<file path="src/chan_ctl_pkg.sv">
// channel control field package: register layout, encodings, states
// assumes a 32-bit classic wishbone slave with word-aligned registers
package chan_ctl_pkg;

  // register map (byte addresses)
  localparam logic [7:0]  CTL_OFS        = 8'h00;
  localparam logic [7:0]  SRC_ADDR_OFS   = 8'h04;
  localparam logic [7:0]  DST_ADDR_OFS   = 8'h08;
  localparam logic [7:0]  MODE_OFS       = 8'h0c;
  localparam logic [7:0]  CUR_ADDR_OFS   = 8'h10;
  localparam logic [7:0]  FIFO_OFS       = 8'h14;

  // control register field positions
  localparam int          REQ_SRC_BIT    = 23;
  localparam int          SRC_INH_BIT    = 21;
  localparam int          DST_INH_BIT    = 20;
  localparam int          SIZE_LSB       = 16;
  localparam int          STATE_LSB      = 10;
  localparam int          INDEX_LSB      = 0;
  localparam logic [31:0] CTL_WMASK      = 32'h00b30000;

  // reset values
  localparam logic [31:0] CTL_RESET      = 32'h00000000;
  localparam logic [31:0] ADDR_RESET     = 32'h00000000;

  // operand size encodings
  localparam logic [1:0]  SIZE_32        = 2'h0;
  localparam logic [1:0]  SIZE_16        = 2'h1;
  localparam logic [1:0]  SIZE_8         = 2'h2;

  // step sizes in bytes
  localparam logic [9:0]  STEP_4         = 10'h004;
  localparam logic [9:0]  STEP_2         = 10'h002;
  localparam logic [9:0]  STEP_1         = 10'h001;
  localparam logic [31:0] M2M_DST_STEP   = 32'h00000004;

  // fifo shape
  localparam int          FIFO_WIDTH     = 32;
  localparam int          FIFO_DEPTH     = 4;

  // transfer modes held in the mode register
  typedef enum logic [1:0] {
    MODE_FLY_READ  = 2'b00,
    MODE_FLY_WRITE = 2'b01,
    MODE_M2M       = 2'b10
  } xfer_mode_e;

  // channel state codes as software sees them: idle is all zeros, the others one-hot
  typedef enum logic [5:0] {
    ST_IDLE     = 6'b000000,
    ST_LOAD_SRC = 6'b000001,
    ST_LOAD_DST = 6'b000100,
    ST_FIRST    = 6'b001000,
    ST_SECOND   = 6'b010000,
    ST_UPDATE   = 6'b100000
  } chan_state_e;

  // mode register fields
  localparam int          MODE_LSB       = 0;
  localparam int          GO_BIT         = 4;
  localparam int          CHAN_LSB       = 8;

  // channel numbers that own the multiplexed handshake pins
  localparam logic [2:0]  CHAN_3         = 3'h3;
  localparam logic [2:0]  CHAN_4         = 3'h4;
  localparam logic [2:0]  CHAN_5         = 3'h5;
  localparam logic [2:0]  CHAN_6         = 3'h6;

endpackage

</file>
<file path="src/fifo_if.sv">
// valid/ready stream carrier between the channel and its data fifo
// assumes both ends run on the same clock
`timescale 1ns/1ps
interface fifo_if #(parameter int WIDTH = 32);
  logic             valid;
  logic             ready;
  logic [WIDTH-1:0] data;
  modport src (output valid, output data, input ready);
  modport snk (input valid, input data, output ready);
endinterface

</file>
<file path="src/chan_ctl.sv">
// one dma channel: control fields, address stepping, state report, pin routing
// assumes a classic wishbone master and a 125 MHz mclk
//
// Implementation choices: register access over Wishbone and the address map.
`timescale 1ns/1ps
module chan_ctl
  import chan_ctl_pkg::*;
#(
  parameter logic [2:0] CHAN_NUM = 3'h3
) (
  // clock and reset
  input  wire logic        mclk,
  input  wire logic        resetn,
  // wishbone slave
  input  wire logic        wb_cyc_i,
  input  wire logic        wb_stb_i,
  input  wire logic        wb_we_i,
  input  wire logic [7:0]  wb_adr_i,
  input  wire logic [3:0]  wb_sel_i,
  input  wire logic [31:0] wb_dat_i,
  output logic      [31:0] wb_dat_o,
  output logic             wb_ack_o,
  // partner channel request-source bit (same clock)
  input  wire logic        partner_req_ext,
  // external handshake pins
  input  wire logic        ext_req_pin,
  output logic             ext_ack_pin,
  output logic             first_gpio_bank_sel,
  output logic             third_gpio_bank_sel,
  // internal peripheral handshake (same clock)
  input  wire logic        int_req,
  output logic             int_ack,
  // memory side of each transfer
  output logic      [31:0] mem_addr,
  output logic             mem_we,
  output logic             mem_strobe,
  output logic      [1:0]  mem_size,
  // fly-by data leaving the fifo
  output logic      [31:0] out_data,
  output logic             out_valid,
  input  wire logic        out_ready,
  // fly-by data entering the fifo
  input  wire logic [31:0] in_data,
  input  wire logic        in_valid,
  output logic             in_ready
);

  typedef struct packed {
    logic        req_ext;
    logic        src_inh;
    logic        dst_inh;
    logic [1:0]  size;
    logic [31:0] src_addr;
    logic [31:0] dst_addr;
    logic [31:0] src_cur;
    logic [31:0] dst_cur;
    logic [31:0] dst_base;
    logic        dst_first;
    xfer_mode_e  mode;
    logic        go;
    chan_state_e state;
    logic [9:0]  index;
    logic        sync1;
    logic        sync2;
    logic [31:0] dat_o;
    logic        ack;
    logic        ext_ack;
    logic        first_sel;
    logic        third_sel;
    logic        int_ack;
    logic [31:0] mem_addr;
    logic        mem_we;
    logic        mem_strobe;
    logic [1:0]  eff_size;
  } chan_s;

  chan_s       chan_reg;
  chan_s       chan_next;
  logic        wb_req;
  logic        wb_wr;
  logic [31:0] wmask;
  logic        owns_port;
  logic        trig;
  logic [1:0]  op_size;
  logic [9:0]  step;
  logic        src_mem;
  logic        dst_mem;
  logic        size_active;
  logic [31:0] ctl_view;

  // fifo between the fly-by side and memory
  fifo_if #(.WIDTH(FIFO_WIDTH)) fill_if ();
  fifo_if #(.WIDTH(FIFO_WIDTH)) drain_if ();

  data_fifo #(
    .WIDTH (FIFO_WIDTH),
    .DEPTH (FIFO_DEPTH)
  ) u_fifo (
    .mclk   (mclk),
    .resetn (resetn),
    .wr     (fill_if.snk),
    .rd     (drain_if.src)
  );

  // fifo hookup: fly-by writes fill, fly-by reads drain
  assign fill_if.valid  = in_valid && (chan_reg.mode == MODE_FLY_WRITE);
  assign fill_if.data   = in_data;
  assign drain_if.ready = out_ready && (chan_reg.mode == MODE_FLY_READ);

  // byte-lane write mask
  always_comb begin
    for (int i = 0; i < 4; i++) begin
      wmask[i*8 +: 8] = {8{wb_sel_i[i]}};
    end
  end

  // control register as software reads it
  always_comb begin
    ctl_view                         = '0;
    ctl_view[REQ_SRC_BIT]            = chan_reg.req_ext;
    ctl_view[SRC_INH_BIT]            = chan_reg.src_inh;
    ctl_view[DST_INH_BIT]            = chan_reg.dst_inh;
    ctl_view[SIZE_LSB +: 2]          = chan_reg.size;
    ctl_view[STATE_LSB +: 6]         = chan_reg.state;
    ctl_view[INDEX_LSB +: 10]        = chan_reg.index;
  end

  // port ownership, sizing and stepping decisions
  always_comb begin
    // only channels of the two pairs may reach pins
    owns_port = 1'b0;
    if (chan_reg.req_ext) begin
      if (CHAN_NUM == CHAN_3 || CHAN_NUM == CHAN_4) begin
        owns_port = 1'b1;
      end else if (CHAN_NUM == CHAN_5 || CHAN_NUM == CHAN_6) begin
        owns_port = !partner_req_ext;
      end
    end
    trig = owns_port ? chan_reg.sync2 : int_req;
    // size applies on channel 3 external, or memory-to-memory
    size_active = (chan_reg.mode == MODE_M2M) ||
                  ((CHAN_NUM == CHAN_3) && chan_reg.req_ext);
    op_size = size_active ? chan_reg.size : SIZE_32;
    case (op_size)
      SIZE_32: step = STEP_4;
      SIZE_16: step = STEP_2;
      SIZE_8:  step = STEP_1;
      default: step = STEP_4;
    endcase
    src_mem = (chan_reg.mode != MODE_FLY_WRITE);
    dst_mem = (chan_reg.mode != MODE_FLY_READ);
  end

  assign wb_req = wb_cyc_i && wb_stb_i && !chan_reg.ack;
  assign wb_wr  = wb_req && wb_we_i;

  // next-state logic
  always_comb begin
    chan_next            = chan_reg;
    chan_next.ack        = wb_req;
    chan_next.sync1      = ext_req_pin;
    chan_next.sync2      = chan_reg.sync1;
    chan_next.mem_strobe = 1'b0;
    chan_next.int_ack    = 1'b0;
    chan_next.ext_ack    = 1'b0;
    chan_next.first_sel  = owns_port && (CHAN_NUM == CHAN_3 || CHAN_NUM == CHAN_5);
    chan_next.third_sel  = owns_port && (CHAN_NUM == CHAN_4 || CHAN_NUM == CHAN_6);
    chan_next.eff_size   = op_size;

    // register reads
    if (wb_req && !wb_we_i) begin
      case (wb_adr_i)
        CTL_OFS:      chan_next.dat_o = ctl_view;
        SRC_ADDR_OFS: chan_next.dat_o = chan_reg.src_addr;
        DST_ADDR_OFS: chan_next.dat_o = chan_reg.dst_addr;
        MODE_OFS:     chan_next.dat_o = {27'h0, chan_reg.go, 2'h0,
                                         chan_reg.mode} |
                                        {21'h0, CHAN_NUM, 8'h00};
        CUR_ADDR_OFS: chan_next.dat_o = chan_reg.dst_cur;
        FIFO_OFS:     chan_next.dat_o = drain_if.data;
        default:      chan_next.dat_o = '0;
      endcase
    end

    // register writes; reserved bits masked off
    if (wb_wr) begin
      case (wb_adr_i)
        CTL_OFS: begin
          chan_next.req_ext = (wb_sel_i[2]) ? wb_dat_i[REQ_SRC_BIT] : chan_reg.req_ext;
          chan_next.src_inh = (wb_sel_i[2]) ? wb_dat_i[SRC_INH_BIT] : chan_reg.src_inh;
          chan_next.dst_inh = (wb_sel_i[2]) ? wb_dat_i[DST_INH_BIT] : chan_reg.dst_inh;
          chan_next.size    = (wb_sel_i[2]) ? wb_dat_i[SIZE_LSB +: 2] : chan_reg.size;
        end
        SRC_ADDR_OFS: chan_next.src_addr = (chan_reg.src_addr & ~wmask) | (wb_dat_i & wmask);
        DST_ADDR_OFS: chan_next.dst_addr = (chan_reg.dst_addr & ~wmask) | (wb_dat_i & wmask);
        MODE_OFS: begin
          if (wb_sel_i[0]) begin
            chan_next.mode = xfer_mode_e'(wb_dat_i[MODE_LSB +: 2]);
            chan_next.go   = wb_dat_i[GO_BIT];
          end
        end
        default: ;
      endcase
    end

    // channel state machine
    case (chan_reg.state)
      ST_IDLE: begin
        if (chan_reg.go) begin
          chan_next.state = ST_LOAD_SRC;
          chan_next.index = '0;
        end
      end
      ST_LOAD_SRC: begin
        chan_next.src_cur = chan_reg.src_addr;
        chan_next.state   = ST_LOAD_DST;
      end
      ST_LOAD_DST: begin
        chan_next.dst_cur   = chan_reg.dst_addr;
        chan_next.dst_base  = chan_reg.dst_addr;
        chan_next.dst_first = 1'b1;
        chan_next.state     = ST_FIRST;
      end
      ST_FIRST: begin
        if (!chan_reg.go) begin
          chan_next.state = ST_UPDATE;
        end else if (chan_reg.mode == MODE_M2M) begin
          // read operand from source memory
          chan_next.mem_addr   = chan_reg.src_cur;
          chan_next.mem_we     = 1'b0;
          chan_next.mem_strobe = 1'b1;
          if (!chan_reg.src_inh) begin
            chan_next.src_cur = chan_reg.src_cur + {22'h000000, step};
          end
          chan_next.state = ST_SECOND;
        end else if (trig && ((src_mem && fill_if.ready) || (dst_mem && drain_if.valid))) begin
          // fly-by: memory address steps, the port side never does
          chan_next.mem_strobe = 1'b1;
          chan_next.int_ack    = !owns_port;
          chan_next.ext_ack    = owns_port;
          chan_next.index      = chan_reg.index + step;
          if (src_mem) begin
            chan_next.mem_addr = chan_reg.src_cur;
            chan_next.mem_we   = 1'b0;
            if (!chan_reg.src_inh) begin
              chan_next.src_cur = chan_reg.src_cur + {22'h000000, step};
            end
          end else begin
            chan_next.mem_addr = chan_reg.dst_cur;
            chan_next.mem_we   = 1'b1;
            if (!chan_reg.dst_inh) begin
              chan_next.dst_cur = chan_reg.dst_cur + {22'h000000, step};
            end
          end
        end
      end
      ST_SECOND: begin
        // write operand to destination memory
        chan_next.mem_addr   = chan_reg.dst_cur;
        chan_next.mem_we     = 1'b1;
        chan_next.mem_strobe = 1'b1;
        chan_next.index      = chan_reg.index + step;
        if (!chan_reg.dst_inh && chan_reg.dst_first) begin
          chan_next.dst_cur = chan_reg.dst_base + M2M_DST_STEP;
        end
        chan_next.dst_first = 1'b0;
        chan_next.state     = ST_FIRST;
      end
      ST_UPDATE: begin
        chan_next.state = ST_IDLE;
      end
      default: chan_next.state = ST_IDLE;
    endcase
  end

  // state register
  always_ff @(posedge mclk or negedge resetn) begin
    if (!resetn) begin
      chan_reg       <= '0;
      chan_reg.mode  <= MODE_FLY_READ;
      chan_reg.state <= ST_IDLE;
    end else begin
      chan_reg <= chan_next;
    end
  end

  // outputs straight from flops (fifo ready/valid are flop-driven too)
  assign wb_dat_o            = chan_reg.dat_o;
  assign wb_ack_o            = chan_reg.ack;
  assign ext_ack_pin         = chan_reg.ext_ack;
  assign first_gpio_bank_sel = chan_reg.first_sel;
  assign third_gpio_bank_sel = chan_reg.third_sel;
  assign int_ack             = chan_reg.int_ack;
  assign mem_addr            = chan_reg.mem_addr;
  assign mem_we              = chan_reg.mem_we;
  assign mem_strobe          = chan_reg.mem_strobe;
  assign mem_size            = chan_reg.eff_size;
  assign out_data            = drain_if.data;
  assign out_valid           = drain_if.valid && (chan_reg.mode == MODE_FLY_READ);
  assign in_ready            = fill_if.ready && (chan_reg.mode == MODE_FLY_WRITE);
endmodule

</file>
<file path="src/data_fifo.sv">
// small synchronous fifo with valid/ready on both sides
// assumes one clock and an asynchronous active-low reset
`timescale 1ns/1ps
module data_fifo #(
  parameter int WIDTH = 32,
  parameter int DEPTH = 4
) (
  // clock and reset
  input wire logic mclk,
  input wire logic resetn,
  // fill and drain sides
  fifo_if.snk      wr,
  fifo_if.src      rd
);
  localparam int AW = $clog2(DEPTH);

  typedef struct packed {
    logic [DEPTH-1:0][WIDTH-1:0] mem;
    logic [AW:0]                 count;
    logic [AW-1:0]               wptr;
    logic [AW-1:0]               rptr;
  } fifo_s;

  fifo_s fifo_reg;
  fifo_s fifo_next;
  logic  push;
  logic  pop;

  // handshakes and pointer update
  always_comb begin
    fifo_next = fifo_reg;
    push      = wr.valid && (fifo_reg.count != DEPTH[AW:0]);
    pop       = rd.ready && (fifo_reg.count != '0);
    if (push) begin
      fifo_next.mem[fifo_reg.wptr] = wr.data;
      fifo_next.wptr               = fifo_reg.wptr + 1'b1;
    end
    if (pop) begin
      fifo_next.rptr = fifo_reg.rptr + 1'b1;
    end
    fifo_next.count = fifo_reg.count + {{AW{1'b0}}, push} - {{AW{1'b0}}, pop};
  end

  // state register
  always_ff @(posedge mclk or negedge resetn) begin
    if (!resetn) begin
      fifo_reg <= '0;
    end else begin
      fifo_reg <= fifo_next;
    end
  end

  assign wr.ready = (fifo_reg.count != DEPTH[AW:0]); // honest full
  assign rd.valid = (fifo_reg.count != '0);          // honest empty
  assign rd.data  = fifo_reg.mem[fifo_reg.rptr];
endmodule

</file>
<file path="config.mk">
export PLATFORM = sky130hd
export DESIGN_NAME = chan_ctl
export DESIGN_NICKNAME = d
export VERILOG_FILES = /design/src/chan_ctl_pkg.sv /design/src/fifo_if.sv /design/src/chan_ctl.sv /design/src/data_fifo.sv
export SDC_FILE = /design/constraint.sdc
export NUM_CORES = 1
export LEC_CHECK = 0
export BUFFER_PORTS_ARGS = -buffer_cell sky130_fd_sc_hd__buf_2
export CAP_MARGIN = 10
export CELL_PAD_IN_SITES_DETAIL_PLACEMENT = 1
export CELL_PAD_IN_SITES_GLOBAL_PLACEMENT = 2
export CORE_ASPECT_RATIO = 0.7
export CORE_UTILIZATION = 40
export DETAILED_ROUTE_END_ITERATION = 6
export PLACE_DENSITY_LB_ADDON = 0.1
export SYNTH_ARGS = -nofsm -noshare
export SYNTH_HDL_FRONTEND = slang
export SYNTH_SLANG_ARGS = --single-unit
</file>
<file path="constraint.sdc">
create_clock -name mclk -period 3.3 [get_ports mclk]
set_input_delay 0.66 -clock mclk [delete_from_list [all_inputs] [get_ports mclk]]
set_output_delay 0.66 -clock mclk [all_outputs]
set_load 0.05 [all_outputs]
</file>
### Word level (Yosys, flattened, before mapping)

Cells that the tools add are included.

* word-level logic and storage cells: 156
* register bits: 394

* reductions and logical operators: 41
* equal/unequal tests: 25
* multiplexer cells: 41
* magnitude comparators: 3
* bitwise gates (word level): 6
* $add $sub $neg: 8

Operators by type and width (number)
* $mux W32: 9
* $pmux W32 S6: 1
* $bwmux W128: 1
* $mux W64: 2
* $and A32 B32 Y32: 3
* $pmux W32 S3: 1
* $mux W35: 2
* $pmux W34 S2: 1
* $add A32 B10 Y32: 2
* $bmux W32 S2: 1
* $demux W32 S2: 1
* $or A32 B32 Y32: 2
* $pmux W32 S2: 1
* $mux W34: 1
* $mux W33: 1
* $add A32 B3 Y32 const B: 1
* $not A32 Y32: 1
* $mux W10: 3
* $pmux W10 S3: 1
* $pmux W6 S4: 1
* $eq A8 B4 Y1 const B: 2
* $eq A8 B5 Y1 const B: 2
* $mux W16: 1
* $logic_and A1 B1 Y1: 15
* other kinds (34): 68

### Logic depth before layout (Yosys ltp)

* word-level depth: 12
* gate-level depth with buffers: 14
* gate-level depth less buffers: 13

### Cells and area by module

A second synthesis with hierarchy kept.

* cell total of the unflattened synthesis: 1847
* area, all modules: 20820.0 um^2

Modules (own cells, without submodules)
* chan_ctl: times used 1, cells an instance 1500, area each 14251.2 um^2, seq. area each 6456.2 um^2
* data_fifo: times used 1, cells an instance 347, area each 6568.8 um^2, seq. area each 3378.2 um^2

### Worst setup path after synthesis

No wires, ideal clock.

* path type: register -> register
* start: register chan_reg[92] (netlist name)
* end: register u_fifo.fifo_reg[6] (netlist name)
* required time: 3.175 ns
* slack: 0.170 ns
* cell stages (with the launch flop): 11
* buffers on the path: 1
* setup time: 0.125 ns
* arrival: 3.005 ns
* path through: dfrtp_1 buf_2 nor3_1 and2_1 ha_1 inv_1 ha_1 inv_1 fa_1 xnor2_1 xnor2_1

RTL lines
* from (decl): RTL line chan_ctl.sv:77 `chan_s chan_reg;`
* from (signal assigned): RTL line chan_ctl.sv:283 `chan_reg <= chan_next;`
* to (signal assigned): RTL line data_fifo.sv:49 `fifo_reg <= fifo_next;`
* to (decl): RTL line data_fifo.sv:24 `fifo_s fifo_reg;`

==> results.cfg <==
[cts]
clkSinkCount = 393
clk_latency_ns = 0.58
cts_tree = yes
cts_buffer_depth = 3
hold_buffers = 0
root_buffer = clkbuf_16
numCtsBuffers = 42
h-tree-depth = 2
clkTransAtPathRegs_ns = 0.06

[critical_path]
crit_type = reg -> reg
path_buf_inv = 3
rr_worst_depth = 13
worst-r2r-setup-slack_ns = 0.15
required_ns = 3.76
cp_max_fo = 4
start_kind = flop
path_cells = nor2b_2, o21ai_1, inv_1, ha_1, ha_1, a211oi_1, or4_1, buf_4, nor4_1, buf_4, xor2_1, a222oi_1, a21oi_1
end_kind = flop
worstPathArrival_ns = 3.60
r2r-start = chan_reg[93]
critical_path.top_delay_family = simple AND/OR/NAND/NOR gates
worst_path_max_delay_cell = or4_1
worst_path_largest_cell_delay_ns = 0.51
r2r-end = chan_reg[156]
worst-path-stages = 13

[place]
io_buffers = 190
dp_hpwl_um = 48700
place_congestion = 0.898
dp.cells = 2476

[final_layout]
area_growth_pct = 15.1
diodes = 0
final-seq-area_mm2 = 0.00984
final_cells = 2553
final_common_cell = dfrtp_1
nNetsFinal = 1966
fill_cells = 5223
multiInputGateArea_mm2 = 0.00890
layout-drive-gt1-share = 0.349
final_cell_mix = dfrtp_1 (392), mux2_2 (248), buf_2 (189)
utilization = 0.466

[grt]
grt_max_degree = 89
grt_pass1_wl_um = 102000
antenna_found_initial = 2
overflow = 0
grt_pass1_vias = 15700
grt_usage = 0.270

[synth]
syn_avg_cell_area_um2 = 11.6
synth_edf_count = 0
synth_area_mm2 = 0.0199
ys_warn_count = 0
async_flop_share = 1.00
yosysUniqueCellTypes = 82
ys_ff_latch = 393
ys_seq_area_frac = 0.493
ys.flop_type = dfrtp_1
synth.net_count = 1833
syn_inst = 1725

[floorplan]
core_mm2 = 0.0493
fp.dieArea_mm2 = 0.0508
start_util = 0.405
ioPinCount = 193
die_h_um = 189
num_rows = 68
die_w_um = 269

[drt]
routed_wl_um = 67000
drt_iter0_markers = 1213
drtPass1Iterations = 6
vias_per_cell = 5.92
num_vias = 15100
wl_per_cell_um = 26.2
remaining_drc_errors = 0
ant_nets = 0

[power]
power_mw = 11.3
max-vdd-ir-drop_v = 0.000315
p_per_area_mw_per_mm2 = 490
p_leak_nw = 11.2

[run]
drv_cap = 0

[timing]
finalCritPeriodShare = 0.953
setup_viol = 0
timing.final.hold_violations = 0
maxSlewViolCount = 0
fmax_mhz = 318
skew_ns = 0.0244
tightest_slew_ns = 0.933
final.min_clock_period_ns = 3.15
relSlewSlack = 0.378

[hold_path]
hold_path.class = in -> async

[run_status]
outcome = complete, no violations
worst max-delay path by stage:
stage | from | end | slack (ns)
5_1_grt | chan_reg[92] | chan_reg[183] | -0.01
6_report | chan_reg[93] | chan_reg[156] | 0.15
3_5_place_dp | chan_reg[93] | chan_reg[149] | -0.38
4_1_cts | chan_reg[93] | chan_reg[149] | 0.03
2_1_floorplan | chan_reg[92] | u_fifo.fifo_reg[6] | 0.17
3_3_place_gp | chan_reg[93] | chan_reg[149] | -0.21
power by group:
part           internal, mW  switching [mW]
registers              4.97           0.282
clock network          2.90            2.08
logic                 0.428           0.595
worst register-to-register path: cells and delay by family, from the launching register on:
family,cells,cell delay (ns)
DFF,1,0.38
xor gates and xnor gates,1,0.07
buffers and inverters,3,0.46
adders and majority gates,2,0.54
and+or+nand+nor,3,0.91
AOI/OAI and AO/OA,4,0.68
metal layers:
layer / GRT usage / up-vias / share of wire
met4: 0.0900 / 4 / 0.032
met3: 0.0515 / 111 / 0.055
li1: - / 6643 / -
met2: 0.425 / 390 / 0.46
met5: 0 / - / 0.00046
met1: 0.373 / 7955 / 0.45
logic make-up (layout without fill, tap and decap cells):
kind of cell	Yosys count	count (layout)	share of synthesized area
xor+xnor	47	47	0.0206
buf+inv	243	406	0.0624
other cells	1	1	0.000188
simple gates	352	352	0.0933
mux	289	289	0.183
fa+ha+maj	22	22	0.0153
flops	393	393	0.493
compound gates	378	378	0.132
area by class of cell:
| class | count | area share |
|---|---|---|
| sequential | 393 | 0.429 |
| multi-input combinational | 1089 | 0.388 |
| timing repair buffer | 278 | 0.0763 |
| clock buffer | 56 | 0.0512 |
| tap | 665 | 0.0363 |
| clock inverter | 18 | 0.0108 |
| inverter | 54 | 0.00884 |
per-stage QoR:
step	setup WS, ns	area [µm²]	hold slack, ns	setup TNS, ns
after floorplan	0.170	19900	0.331	0
after global placement	-0.206	21500	0.352	-0.792
after detailed placement	-0.381	21500	0.358	-1.96
after CTS	0.0341	22900	0.144	0
after global routing	-0.0138	22900	0.167	-0.0199
final	0.154	22900	0.0943	0
repair_timing:
item,CTS,global route
gates resized for setup,2,10
endpoints found under the setup margin,9,30
pin swaps,1,1
buffers inserted,1,2
Yosys cell counts, drive strengths merged (35+ instances only):
library cell,instances,area share
inv,54,0.010
o21ai,88,0.022
nand2,92,0.017
mux4,35,0.040
nand3,49,0.013
a222oi,50,0.025
nor2,81,0.016
clkbuf,65,0.012
buf,124,0.040
dfrtp,393,0.49
a21oi,77,0.020
mux2,248,0.14
No activity file was read; power rests on OpenSTA's default activity.
